--- config.mk ---
export PLATFORM = sky130hd
export DESIGN_NAME = dpc_data_path_control
export DESIGN_NICKNAME = d
export VERILOG_FILES = /design/src/include/dpc_pkg.sv /design/src/dpc_data_path_control.sv
export SDC_FILE = /design/constraint.sdc
export NUM_CORES = 1
export LEC_CHECK = 0
export ABC_AREA = 1
export BUFFER_PORTS_ARGS = -buffer_cell sky130_fd_sc_hd__buf_2
export CORE_AREA = 2 2 65 67
export DETAILED_ROUTE_END_ITERATION = 16
export DIE_AREA = 0 0 67 69
export PLACE_DENSITY = 0.82
export SLEW_MARGIN = 20
export SYNTH_ARGS = -nofsm -noshare
export SYNTH_HDL_FRONTEND = slang
export SYNTH_SLANG_ARGS = --single-unit
--- constraint.sdc ---
create_clock -name clock -period 1.5 [get_ports clock]
set_input_delay 0.3 -clock clock [delete_from_list [all_inputs] [get_ports clock]]
set_output_delay 0.3 -clock clock [all_outputs]
set_load 0.1 [all_outputs]
--- src/include/dpc_pkg.sv ---
// package: offsets, field positions and reset values for the data path control block
`default_nettype none
package dpc_pkg;
    localparam logic [7:0] DPC_ADDR_ERROR   = 8'h92;
    localparam logic [7:0] DPC_ADDR_CONTROL = 8'h93;
    localparam logic [7:0] DPC_ADDR_STATUS  = 8'h94;
    localparam int DPC_ERR_PCI   = 6;
    localparam int DPC_ERR_MPAR  = 5;
    localparam int DPC_ERR_DPAR  = 4;
    localparam int DPC_ERR_SQPAR = 3;
    localparam int DPC_ERR_ILL   = 2;
    localparam int DPC_CTL_WIDE  = 6;
    localparam int DPC_CTL_SCSI  = 5;
    localparam int DPC_CTL_SDMA  = 4;
    localparam int DPC_CTL_HDMA  = 3;
    localparam int DPC_CTL_DIR   = 2;
    localparam int DPC_CTL_DRAIN = 1;
    localparam int DPC_CTL_CLEAR = 0;
    localparam int DPC_ST_CACHE  = 6;
    localparam int DPC_ST_QWDEMP = 5;
    localparam int DPC_ST_MREQ   = 4;
    localparam int DPC_ST_HDONE  = 3;
    localparam int DPC_ST_THRSH  = 2;
    localparam int DPC_ST_FULL   = 1;
    localparam int DPC_ST_EMPTY  = 0;
    localparam logic [7:0] DPC_CONTROL_RESET = 8'h00;
    localparam logic [7:0] DPC_ERROR_RESET   = 8'h00;
    localparam logic [7:0] DPC_STATUS_RESET  = 8'h21;
    localparam logic [2:0] DPC_OFFSET_RESET  = 3'h0;
endpackage
`default_nettype wire

--- src/dpc_data_path_control.sv ---
// data path control and fatal error status block
// Function
// - pci error summary is OR of status
// - memory parity error sets when check enabled
// - datapath parity error sets when check enabled
// - control store parity error unless disabled
// - illegal instruction fetch sets error flag
// - resets force control register to zero
// - wide odd hold keeps final low byte
// - scsi enable gates acks, readback hardware
// - sync data-in stays enabled with offset
// - scsi dma enable gates, readback hardware
// - host dma clear pauses, preserves state
// - direction bit routes buffer data
// - sequencer free access when dma idle
// - direction ack changes only when idle
// - drain request pushes remaining bytes
// - auto drain on count zero, phase
// - sequencer drain accepts partial quad word
// - clear strobe forces buffer empty
// - clear strobe loads byte offset pointers
//
// The implementer's own choice: strobed register access.
`default_nettype none
module dpc_data_path_control
    import dpc_pkg::*;
(
    input  wire logic       clock,
    input  wire logic       reset_n,
    input  wire logic       soft_chip_reset,
    input  wire logic [7:0] reg_addr,
    input  wire logic [7:0] reg_wdata,
    input  wire logic       reg_write,
    input  wire logic       reg_read,
    output logic      [7:0] reg_rdata,
    input  wire logic [5:0] pci_status_bits,
    input  wire logic       memory_parity_fail,
    input  wire logic       memory_parity_check_enable,
    input  wire logic       datapath_parity_fail,
    input  wire logic       datapath_parity_check_enable,
    input  wire logic       control_store_parity_fail,
    input  wire logic       control_store_parity_disable,
    input  wire logic       illegal_fetch,
    input  wire logic       clear_parity_errors,
    input  wire logic       wide_transfer,
    input  wire logic       odd_byte_count,
    input  wire logic       sync_offset_nonzero,
    input  wire logic       data_in_phase,
    input  wire logic       scsi_bus_idle,
    input  wire logic       scsi_dma_idle,
    input  wire logic       host_dma_idle,
    input  wire logic       scsi_count_zero,
    input  wire logic       scsi_phase_change,
    input  wire logic       auto_drain_disable,
    input  wire logic       drain_done,
    input  wire logic       sequencer_writing,
    input  wire logic [2:0] host_address_low_bits,
    input  wire logic [6:0] buffer_status_in,
    output logic            scsi_ack_allowed,
    output logic            scsi_dma_run,
    output logic            host_dma_run,
    output logic            path_to_scsi,
    output logic            sequencer_free_access,
    output logic            hold_odd_byte,
    output logic            drain_active,
    output logic            accept_partial_quad,
    output logic            buffer_clear,
    output logic      [2:0] byte_offset_pointer,
    output logic            error_pause
);
    logic [7:0] control;
    logic [7:0] next_control;
    logic       scsi_ack;
    logic       next_scsi_ack;
    logic       sdma_ack;
    logic       next_sdma_ack;
    logic       hdma_ack;
    logic       next_hdma_ack;

    logic       path_sense_ack;
    logic       next_path_sense_ack;

    logic       drain_pending;
    logic       next_drain_pending;

    logic       clear_pulse;
    logic       next_clear_pulse;

    logic [2:0] offset_ptr;
    logic [2:0] next_offset_ptr;

    logic [5:3] errors;
    logic [5:3] next_errors;

    logic       illegal_err;
    logic       next_illegal_err;

    logic       buf_empty;
    logic       next_buf_empty;
    logic [7:0] next_rdata;
    logic [7:0] status_view;
    logic       wr_ctl;

    logic       next_scsi_ack_allowed;
    logic       next_scsi_dma_run;
    logic       next_host_dma_run;
    logic       next_path_to_scsi;
    logic       next_free_access;
    logic       next_hold_odd_byte;
    logic       next_drain_active;
    logic       next_partial_quad;
    logic       next_buffer_clear;
    logic [2:0] next_offset_out;
    logic       next_error_pause;

    function automatic logic hit(input logic [7:0] a, input logic [7:0] b);
        hit = (a == b);
    endfunction

    // ack stays up until the stage reports idle
    function automatic logic stage_ack(input logic en,
                                       input logic ack,
                                       input logic idle);
        stage_ack = en || (ack && !idle);
    endfunction

    function automatic logic [7:0] error_view(input logic [5:0] pci,
                                              input logic [5:3] errs,
                                              input logic       ill);
        error_view                = DPC_ERROR_RESET;
        error_view[DPC_ERR_PCI]   = |pci;
        error_view[DPC_ERR_MPAR]  = errs[DPC_ERR_MPAR];
        error_view[DPC_ERR_DPAR]  = errs[DPC_ERR_DPAR];
        error_view[DPC_ERR_SQPAR] = errs[DPC_ERR_SQPAR];
        error_view[DPC_ERR_ILL]   = ill;
    endfunction

    assign wr_ctl = reg_write && hit(reg_addr, DPC_ADDR_CONTROL);

    // control register and acknowledges
    always_comb
    begin
        next_control        = control;
        next_scsi_ack       = scsi_ack;
        next_sdma_ack       = sdma_ack;
        next_hdma_ack       = hdma_ack;
        next_path_sense_ack = path_sense_ack;
        next_drain_pending  = drain_pending;
        next_clear_pulse    = 1'b0;
        next_offset_ptr     = offset_ptr;
        next_buf_empty      = buffer_status_in[DPC_ST_EMPTY];

        if (wr_ctl)
        begin
            next_control                = reg_wdata & 8'h7C;
            next_control[DPC_CTL_DRAIN] = 1'b0;
            next_control[DPC_CTL_CLEAR] = 1'b0;
            if (reg_wdata[DPC_CTL_CLEAR])
            begin
                next_clear_pulse = 1'b1;
                next_buf_empty   = 1'b1;
                next_offset_ptr  = host_address_low_bits;
            end
            if (reg_wdata[DPC_CTL_DRAIN] && !buffer_status_in[DPC_ST_EMPTY]
                && (!control[DPC_CTL_DIR] || sequencer_writing))
            begin
                next_drain_pending = 1'b1;
            end
        end

        if (!auto_drain_disable && !control[DPC_CTL_DIR] && !buffer_status_in[DPC_ST_EMPTY]
            && (scsi_count_zero || scsi_phase_change))
        begin
            next_drain_pending = 1'b1;
        end

        if (drain_pending && drain_done)
        begin
            next_drain_pending = 1'b0;
        end

        // acks fall only once the stage has really stopped
        next_scsi_ack = stage_ack(control[DPC_CTL_SCSI], scsi_ack, scsi_bus_idle);
        next_sdma_ack = stage_ack(control[DPC_CTL_SDMA], sdma_ack, scsi_dma_idle);
        next_hdma_ack = stage_ack(control[DPC_CTL_HDMA], hdma_ack, host_dma_idle);

        if (!next_scsi_ack && !next_sdma_ack && !next_hdma_ack
            && !control[DPC_CTL_SCSI] && !control[DPC_CTL_SDMA] && !control[DPC_CTL_HDMA])
        begin
            next_path_sense_ack = control[DPC_CTL_DIR];
        end
        if (soft_chip_reset)
        begin
            next_control        = DPC_CONTROL_RESET;
            next_scsi_ack       = 1'b0;
            next_sdma_ack       = 1'b0;
            next_hdma_ack       = 1'b0;
            next_path_sense_ack = 1'b0;
            next_drain_pending  = 1'b0;
            next_buf_empty      = 1'b1;
            next_offset_ptr     = DPC_OFFSET_RESET;
        end
    end

    always_ff @(posedge clock or negedge reset_n)
    begin
        if (!reset_n)
        begin
            control        <= DPC_CONTROL_RESET;
            scsi_ack       <= 1'b0;
            sdma_ack       <= 1'b0;
            hdma_ack       <= 1'b0;
            path_sense_ack <= 1'b0;
            drain_pending  <= 1'b0;
            clear_pulse    <= 1'b0;
            offset_ptr     <= DPC_OFFSET_RESET;
            buf_empty      <= 1'b1;
        end
        else
        begin
            control        <= next_control;
            scsi_ack       <= next_scsi_ack;
            sdma_ack       <= next_sdma_ack;
            hdma_ack       <= next_hdma_ack;
            path_sense_ack <= next_path_sense_ack;
            drain_pending  <= next_drain_pending;
            clear_pulse    <= next_clear_pulse;
            offset_ptr     <= next_offset_ptr;
            buf_empty      <= next_buf_empty;
        end
    end

    // error flags, set wins over clear
    always_comb
    begin
        next_errors      = errors;
        next_illegal_err = illegal_err;
        if (clear_parity_errors)
        begin
            next_errors = 3'h0;
        end

        if (memory_parity_fail && memory_parity_check_enable)
        begin
            next_errors[DPC_ERR_MPAR] = 1'b1;
        end

        if (datapath_parity_fail && datapath_parity_check_enable)
        begin
            next_errors[DPC_ERR_DPAR] = 1'b1;
        end

        if (control_store_parity_fail && !control_store_parity_disable)
        begin
            next_errors[DPC_ERR_SQPAR] = 1'b1;
        end
        if (soft_chip_reset)
        begin
            next_illegal_err = 1'b0;
        end

        if (illegal_fetch)
        begin
            next_illegal_err = 1'b1;
        end
    end

    always_ff @(posedge clock or negedge reset_n)
    begin
        if (!reset_n)
        begin
            errors      <= 3'h0;
            illegal_err <= 1'b0;
        end
        else
        begin
            errors      <= next_errors;
            illegal_err <= next_illegal_err;
        end
    end

    // buffer status view
    always_comb
    begin
        status_view               = {1'b0, buffer_status_in};
        status_view[DPC_ST_EMPTY] = buf_empty;
        if (clear_pulse)
        begin
            status_view[DPC_ST_EMPTY]  = 1'b1;
            status_view[DPC_ST_QWDEMP] = 1'b1;
            status_view[DPC_ST_FULL]   = 1'b0;
        end
    end

    // register read
    always_comb
    begin
        next_rdata = 8'h00;
        if (reg_read)
        begin
            if (hit(reg_addr, DPC_ADDR_ERROR))
            begin
                next_rdata = error_view(pci_status_bits, errors, illegal_err);
            end
            else if (hit(reg_addr, DPC_ADDR_CONTROL))
            begin
                next_rdata[DPC_CTL_WIDE]  = control[DPC_CTL_WIDE];
                next_rdata[DPC_CTL_SCSI]  = scsi_ack;
                next_rdata[DPC_CTL_SDMA]  = sdma_ack;
                next_rdata[DPC_CTL_HDMA]  = hdma_ack;
                next_rdata[DPC_CTL_DIR]   = path_sense_ack;
                next_rdata[DPC_CTL_DRAIN] = drain_pending;
            end
            else if (hit(reg_addr, DPC_ADDR_STATUS))
            begin
                next_rdata = status_view;
            end
        end
    end

    // output next values
    always_comb
    begin
        next_scsi_ack_allowed = next_control[DPC_CTL_SCSI]
                                || (sync_offset_nonzero && data_in_phase);
        next_scsi_dma_run     = next_control[DPC_CTL_SDMA];
        next_host_dma_run     = next_control[DPC_CTL_HDMA];
        next_path_to_scsi     = next_path_sense_ack;
        next_free_access      = !next_sdma_ack && !next_hdma_ack;
        next_hold_odd_byte    = next_control[DPC_CTL_WIDE] && wide_transfer && odd_byte_count;
        next_drain_active     = next_drain_pending;
        next_partial_quad     = next_drain_pending && sequencer_writing;
        next_buffer_clear     = next_clear_pulse;
        next_offset_out       = next_offset_ptr;
        next_error_pause      = (|next_errors) || next_illegal_err;
    end

    // outputs, all registered
    always_ff @(posedge clock or negedge reset_n)
    begin
        if (!reset_n)
        begin
            reg_rdata             <= 8'h00;
            scsi_ack_allowed      <= 1'b0;
            scsi_dma_run          <= 1'b0;
            host_dma_run          <= 1'b0;
            path_to_scsi          <= 1'b0;
            sequencer_free_access <= 1'b1;
            hold_odd_byte         <= 1'b0;
            drain_active          <= 1'b0;
            accept_partial_quad   <= 1'b0;
            buffer_clear          <= 1'b0;
            byte_offset_pointer   <= DPC_OFFSET_RESET;
            error_pause           <= 1'b0;
        end
        else
        begin
            reg_rdata             <= next_rdata;
            scsi_ack_allowed      <= next_scsi_ack_allowed;
            scsi_dma_run          <= next_scsi_dma_run;
            host_dma_run          <= next_host_dma_run;
            path_to_scsi          <= next_path_to_scsi;
            sequencer_free_access <= next_free_access;
            hold_odd_byte         <= next_hold_odd_byte;
            drain_active          <= next_drain_active;
            accept_partial_quad   <= next_partial_quad;
            buffer_clear          <= next_buffer_clear;
            byte_offset_pointer   <= next_offset_out;
            error_pause           <= next_error_pause;
        end
    end
endmodule
`default_nettype wire

# After elaboration in Yosys (flattened, before gate mapping)
# Index checks and enable logic that the tools add are counted.
# word_totals
regBits	36
inputBits	57
output_inout_bits	21
wordCells	108
# classes
eq_ne	3
muxes	34
n_reduce_logical	51
# op_table
operator	n
8-bit equality test, second input constant	3
1-bit logical AND	23
1-bit two-way mux	23
7-bit two-way mux	3
8-bit two-way mux	2
1-bit zero test	15
3-bit two-way mux	4
1-bit logical OR	7
6-bit two-way mux	1
2-bit nonzero test	3
6-bit OR reduction	1
3-bit OR reduction	1
2-bit two-way mux	1
2-bit AND reduction	1

# Logic depth before layout (Yosys ltp)
# Gate-level depths: netlist of run 1.
# logic_depth
ltp_word	11
ltp_mapped	9
depth_no_buf	9

# Worst setup path before layout of run 1
# Ideal clock, no wire load.
# synth_path
path_kind	flip-flop to flip-flop
start	register control[3]
end	register path_to_scsi
setup_time_ns	0.122
t_arrival_ns	1.379
t_required_ns	1.378
setup_slack_ns	-0.002
path_stages_with_launch	6
n_path_buf	0
synth_period_minus_slack_ns	1.502
cell_sequence	dfrtp_1 a21oi_1 nand2_1 nor2_1 o21ai_0 nor2_1
# synth_between
elab_chain_cells	7
elab_cells_between_ends	8
cone_classes	reduce/logical: 8
# synth_rtl
element	line	text
start: declaration	dpc_data_path_control.sv:71	logic [7:0] control;
start signal: assignment	dpc_data_path_control.sv:221	control <= next_control;
1-bit logical OR	dpc_data_path_control.sv:124	stage_ack = en || (ack && !idle);
1-bit zero test	dpc_data_path_control.sv:187	if (!next_scsi_ack && !next_sdma_ack && !next_hdma_ack
1-bit logical AND	dpc_data_path_control.sv:187	
1-bit logical AND (2 in a row)	dpc_data_path_control.sv:188	&& !control[DPC_CTL_SCSI] && !control[DPC_CTL_SDMA] && !control[DPC_CTL_HDMA])
1-bit logical AND (*)	dpc_data_path_control.sv:188	
2-bit nonzero test (no source line) (*)	-	
end signal: assignment	dpc_data_path_control.sv:362	path_to_scsi <= next_path_to_scsi;
end: declaration	dpc_data_path_control.sv:62	output logic path_to_scsi,
# Every way passes the cells marked *; elsewhere a longest branch is shown, timed or not.
# A chain may end at the register's enable or synchronous reset.

# Worst setup path after layout of run 1
# layout_path
start	register buffer_clear
end	output port buffer_clear
# layout_lines
element	line	text
start: declaration	dpc_data_path_control.sv:67	output logic buffer_clear,
start signal: assignment	dpc_data_path_control.sv:367	buffer_clear <= next_buffer_clear;
# No word-level cell between the ends.

==> results.yml, run 1 <==
synthesis:
  syn_inst: 180
  yosys_warnings: 0
  ys_seq_area_frac: 0.5183
  ys_ff_latch: 31
  syn-cell-area_um2: 1501
  synth_cell_types: 26
  synthesis.nets: 237
  avgSynthCellArea_um2: 8.341
floorplan:
  start_util: 0.3836
  core_area_um2: 3914
  fp.dieW_um: 67
  dieArea_um2: 4623
  num_io_pins: 78
  rows: 23
  die_h_um: 69
power:
  pwr-share-seq: 0.506
  p_clk_frac: 0.343
  p_int_w: 0.001264
  leakage_nw: 1.222
  irDropWorstVdd_uv: 391.3
  power_frac_comb: 0.151
  switchingPower_w: 0.0004398
  powerDensity_nw_per_um2: 828.5
  swShare: 0.2581
grt:
  grt_overflow_total: 0
  met3_usage: 0.04405
  grt_max_degree: 17
  use_met1: 0.1930
  grt_pass1_vias: 1397
  grt_pass1_wl_mm: 5.961
  grtUsageMet2: 0.2970
  grt_antenna_before_repair: 0
  track_usage: 0.1725
  busiest_layer: "met2"
setup_path:
  crit_chain: "buf_2"
  cp.arrival_ns: 1.11
  critical_path_required_ns: 1.20
  r2r_start: "scsi_ack"
  reg2reg_depth: 4
  cp-start-kind: "flop"
  cp_max_fo: 4
  critPathBufInv: 1
  r2r_slack_ns: 0.34
  crit_slowest_cell: "buf_2"
  rr_endpoint: "path_to_scsi"
  critPathTopFamily: "buffers and inverters"
  end_kind: "output port"
  slowest_delay_ns: 0.45
  path_class: "flop to output port"
run:
  cap_violations: 0
place:
  gp_congestion: 0.7701
  hpwl_mm: 2.852
  io_buffers: 75
  dp_cells: 305
status:
  outcome: "completed"
clock_network:
  clock_sinks: 31
  clk_pin_slew_ns: 0.06
  cts_inserted_buffers: 5
  clk_latency_ns: 0.28
  cts_tree: "yes"
  clock_path_buffers: 2
  postCtsSetupBuffers: 0
  cts-root-buf: "clkbuf_8"
  htreeDepth: 2
finish:
  diodes: 0
  fin_cells: 313
  drive_gt1_frac: 0.3992
  nets: 320
  area_growth_pct: 37.00
worst_hold_path:
  min_from: "control_store_parity_disable"
  hold_end: "errors[3]"
  hold_depth: 2
  hold_class: "input pin to flop"
sta:
  finalCriticalPeriod_ns: 1.410
  fin_worst_skew_ns: 0.003686
  rsz0062_at_grt: "no"
  final_max_slew_viol_count: 0
  setup_viol: 0
  finalSetupTns_ns: 0
  finalHoldViolations: 0
  fin_crit_sh: 0.9398
  clock.fmax_mhz: 709.4
route:
  drt-total-wl_mm: 3.493
  vias: 1362
  drc: 0
  wl_per_cell_um: 11.16
  first_pass_iters: 4
  drt_iter0_drc: 39
  via_per_inst: 4.351
  ant_nets: 0
layout by cell type, fill, tap and decap left out, drive strengths merged:
master       netlist  final
inv               34     34
o21a               1      1
dlygate4sd3        0      1
conb               1      1
nor2              19     19
nor3               5      5
nand4              1      1
dfstp              2      2
buf                1     75
nand3             15     15
nor3b              2      2
nand2             49     49
a21oi              7      7
clkbuf             0      8
nand3b             1      1
o21ai              8      8
o22ai              4      4
nor4               1      1
dfrtp             29     29
metal layers:
layer  routed length, µm  vias up  part of all wire
met2                1740       49              0.50
met1                1484      586              0.42
met4                  27        0            0.0077
met3                 241        4             0.069
met5                   0        -                 0
li1                    -      723                 -
repair_timing:
item | 4_1_cts | 5_1_grt
hold buffers | 1 | 0
resized for setup | 0 | 1
endpoints found under the setup margin | 0 | 1
endpoints found under the hold margin | 14 | 0
layout make-up:
| cell class | count | area, µm² |
|---|---|---|
| clock buffers | 7 | 76.32 |
| inverters | 34 | 127.6 |
| repair buffers | 77 | 422.9 |
| multi-input cells | 114 | 588.1 |
| flip-flops and latches | 31 | 779.5 |
| well taps | 50 | 62.56 |
| fillers | 383 | 1857 |
cell usage after synthesis:
master	number	share of area
nor2_2	5	0.021
nor2_8	1	0.013
o21a_1	1	0.0050
o22ai_1	4	0.017
nor4_1	1	0.0042
nor3_1	3	0.010
nand3_1	13	0.043
nand2_2	5	0.021
nand3_2	1	0.0067
buf_4	1	0.0050
a21oi_1	7	0.023
nand2_1	44	0.11
nor2_1	12	0.030
nor3b_2	2	0.017
nand4_1	1	0.0042
nor2_4	1	0.0075
o21ai_1	4	0.013
nand3_4	1	0.012
dfrtp_1	29	0.48
inv_1	31	0.077
dfstp_2	2	0.035
o21ai_0	4	0.013
inv_2	3	0.0075
conb_1	1	0.0025
nand3b_1	1	0.0050
nor3_2	2	0.013
registers in the layout, summed over array words and instances (netlist names), 3 cells and up:
signal / flops
errors: 3
byte_offset_pointer: 3
reg_rdata: 7
control: 5
power by group through the flow:
stage,registers (W),logic [W],clock network (W)
2_1_floorplan,0.000921,0.0000867,0
3_3_place_gp,0.000876,0.000252,0
3_5_place_dp,0.000876,0.000257,0
4_1_cts,0.000862,0.000260,0.000610
5_1_grt,0.000864,0.000285,0.000646
6_report,0.000862,0.000257,0.000585
worst max-delay path by stage:
stage	cells past startpoint	to	from
finish	1	buffer_clear	buffer_clear
global route	1	buffer_clear	buffer_clear
CTS	1	drain_active	drain_active
detailed placement	9	reg_rdata[4]	reg_addr[6]
global placement	10	drain_active	reg_addr[7]
floorplan	5	path_to_scsi	control[4]
metrics by stage:
| stage | hold slack (ns) | instance area, µm² | worst slack (ns) | total power [W] | utilization |
|---|---|---|---|---|---|
| global placement | 0.2319 | 1968 | 0.1829 | 0.001128 | 0.5029 |
| CTS | 0.2138 | 2054 | 0.02523 | 0.001731 | 0.5249 |
| global route | 0.2143 | 2057 | 0.04985 | 0.001795 | 0.5256 |
| detailed placement | 0.2398 | 1968 | 0.1521 | 0.001133 | 0.5029 |
| floorplan | 0.004409 | 1503 | 0.007372 | 0.001008 | - |
| finish | 0.2240 | 2057 | 0.09035 | 0.001704 | 0.5256 |
logic make-up after synthesis:
family	synth area share
AO/OA/AOI/OAI	0.07166
flip-flops	0.5183
other	0.002498
buffers and inverters	0.09000
AND/OR/NAND/NOR	0.3175
No activity file was read; power rests on OpenSTA's default activity.
==> run 2, diff against run 1 <==
--- a/config.mk
+++ b/config.mk
@@ -5,12 +5,11 @@
 export SDC_FILE = /design/constraint.sdc
 export NUM_CORES = 1
 export LEC_CHECK = 0
-export ABC_AREA = 1
 export BUFFER_PORTS_ARGS = -buffer_cell sky130_fd_sc_hd__buf_2
-export CORE_AREA = 2 2 65 67
+export CORE_AREA = 2 2 62 64
 export DETAILED_ROUTE_END_ITERATION = 16
-export DIE_AREA = 0 0 67 69
-export PLACE_DENSITY = 0.82
+export DIE_AREA = 0 0 64 66
+export PLACE_DENSITY = 0.84
 export SLEW_MARGIN = 20
 export SYNTH_ARGS = -nofsm -noshare
 export SYNTH_HDL_FRONTEND = slang
==> run 2 against run 1 <==
Effect of this change: critical path depth did not move; register-to-register slack got worse by 0.17 ns; power fell by 10%; worst hold slack got worse by 0.055 ns; combinational power fell by 10%; clock skew rose by 0.0052 ns; final cell count fell by 15%; synthesized cell count fell by 28%; largest power group unchanged.
==> results.yml, run 2 <==
synthesis:
  synthTopCellsByCount: "dfrtp_1 (29), nor2_1 (16), inv_1 (10), nand2_1 (9), o21ai_0 (9)"
  avgSynthCellArea_um2: 10.64
  synth_area_leader_cell: "dfrtp_1"
  yosys-top-cells-area: "dfrtp_1 (53%), mux2i_1 (5.8%), nor2_1 (4.4%)"
  synth_cell_types: 35
  synthesis.nets: 186
  ys_seq_area_frac: 0.5670
  synthArstFlopShare: 1.000
  synth-main-ff-cell: "dfrtp_1"
  synth.most_common_cell: "dfrtp_1"
  yosys_warnings: 0
  syn_inst: 129
  syn-cell-area_um2: 1373
  ys_ff_latch: 31
  synth_top_area_frac: 0.5287
  synth_edf_count: 0
setup_path:
  path_class: "flop to output port"
  crit_path_end: "scsi_dma_run"
  critPathLaunch: "control[4]"
  end_kind: "output port"
  reg2reg_depth: 5
  critPathTopFamily: "buffers and inverters"
  cp.arrival_ns: 1.14
  slowest_delay_ns: 0.43
  rr_endpoint: "path_to_scsi"
  crit_slowest_cell: "buf_2"
  critical_path_required_ns: 1.20
  crit_chain: "buf_2"
  cp_max_fo: 4
  r2r_start: "sdma_ack"
  cp_num_cells: 1
  r2r_slack_ns: 0.17
  critPathBufInv: 1
  cp-start-kind: "flop"
place:
  pre_cts_ws_ns: -0.02037
  io_buffers: 75
  hpwl_mm: 2.710
  dp_cells: 256
  dpl_cell_area_um2: 1871
  gp_congestion: 0.7485
floorplan:
  core_area_um2: 3551
  dieArea_um2: 4224
  rows: 22
  start_util: 0.3865
  die_h_um: 66
  num_io_pins: 78
  fp.dieW_um: 64
sta:
  fin_worst_skew_ns: 0.008895
  finalHoldViolations: 0
  fin_crit_sh: 0.9611
  final_max_slew_viol_count: 0
  clock.fmax_mhz: 693.6
  finalWorstSetupSlack_ns: 0.05834
  finalCriticalPeriod_ns: 1.442
  setup_viol: 0
  rsz0062_at_grt: "no"
route:
  drc: 0
  via_per_inst: 4.755
  first_pass_iters: 4
  wl_per_cell_um: 12.75
  ant_nets: 0
  drt-total-wl_mm: 3.380
  vias: 1260
  drt_iter0_drc: 75
worst_hold_path:
  hold_class: "input pin to flop"
  hold_depth: 2
power:
  irDropWorstVdd_uv: 465.0
  leakage_nw: 1.053
  powerDensity_nw_per_um2: 791.1
  power.total_w: 0.001532
clock_network:
  cts_inserted_buffers: 5
  clk_pin_slew_ns: 0.09
  postCtsSetupBuffers: 0
  clock_path_buffers: 2
  htreeDepth: 2
  cts_tree: "yes"
  cts-root-buf: "clkbuf_4"
  clock_sinks: 31
  clk_latency_ns: 0.32
grt:
  grt_overflow_total: 0
  track_usage: 0.1715
  grt_pass1_wl_mm: 5.382
  grt_max_degree: 32
  grt_pass1_vias: 1216
  grt_antenna_before_repair: 0
run:
  cap_violations: 0
finish:
  final_area_um2: 1937
  largest_reg_flops: 7
  layout_commonest_cell: "buf_2"
  largest_register: "reg_rdata"
  diodes: 0
  area_growth_pct: 41.11
  drive_gt1_frac: 0.4654
  fin_cells: 265
  fillers: 328
  top_regs: "reg_rdata (7), control (5)"
  layout_common_cells: "buf_2 (71), dfrtp_1 (26), nor2_1 (16), inv_1 (10)"
  nets: 273
status:
  outcome: "completed"
## run 2: cell count changes after synthesis, moves of 4 or more
| cell | change |
|---|---|
| nor2_1 | +4 |
| nand2_1 | -35 |
| o21ai_1 | -4 |
| nor2_2 | -5 |
| nand3_1 | -8 |
| o21ai_0 | +5 |
| nand2_2 | -5 |
| inv_1 | -21 |
| mux2i_1 | +8 |
## run 2: cells by family after synthesis
family / Yosys count / share of synthesized area
AO/OA/AOI/OAI: 29 / 0.1422
flip-flops: 31 / 0.5670
AND/OR/NAND/NOR: 44 / 0.1769
multiplexers: 9 / 0.06655
buffers and inverters: 15 / 0.04467
other: 1 / 0.002732
## run 2: worst reg2reg max path, delay by kind of cell, from the launching register on
| kind | cells | cell delay [ns] |
|---|---|---|
| AO/OA/AOI/OAI | 3 | 0.50 |
| AND/OR/NAND/NOR | 1 | 0.14 |
| flip-flops | 1 | 0.39 |
| buffers and inverters | 1 | 0.19 |
## run 2: stage by stage
stage	TNS [ns]	util	hold WS, ns
2_1_floorplan	0	-	0.004409
3_3_place_gp	0	0.5268	0.3336
3_5_place_dp	-0.02037	0.5268	0.3377
4_1_cts	0	0.5433	0.1504
5_1_grt	0	0.5455	0.1397
6_report	0	0.5455	0.1693
## run 2: area by class of cell
type                            count  area [µm²]  area share
Tap cell                           48       60.06     0.03101
Timing Repair Buffer               85       475.5      0.2455
Inverter                           10       37.54     0.01938
Sequential cell                    31       782.0      0.4037
Multi-Input combinational cell     83       533.0      0.2752
Clock buffer                        8       48.80     0.02519
## run 2: how the worst min path moves through the flow
stage	startpoint	slack (ns)	to
floorplan	reset_n	0.004	accept_partial_quad
global placement	reset_n	0.33	byte_offset_pointer[2]
detailed placement	reset_n	0.34	byte_offset_pointer[0]
CTS	control_store_parity_disable	0.15	errors[3]
global route	control_store_parity_disable	0.14	errors[3]
finish	control_store_parity_disable	0.17	errors[3]
## run 2: power by group
part           switching, W  internal [W]
registers        0.00000770      0.000852
clock network      0.000254      0.000187
logic              0.000138     0.0000928
total              0.000401       0.00113
## run 2: layer usage
layer / up-vias / share of wire / global-route usage
met2: 46 / 0.52 / 0.2995
li1: 619 / - / -
met5: - / 0 / 0
met3: 2 / 0.066 / 0.07155
met1: 593 / 0.41 / 0.1888
met4: 0 / 0.0056 / 0.05435
## run 2: timing repair
action                     in CTS  in global routing
setup endpoints to repair       0                  3
hold buffers                    1                  0
hold endpoints to repair       29                  0
gates resized for setup         0                  3
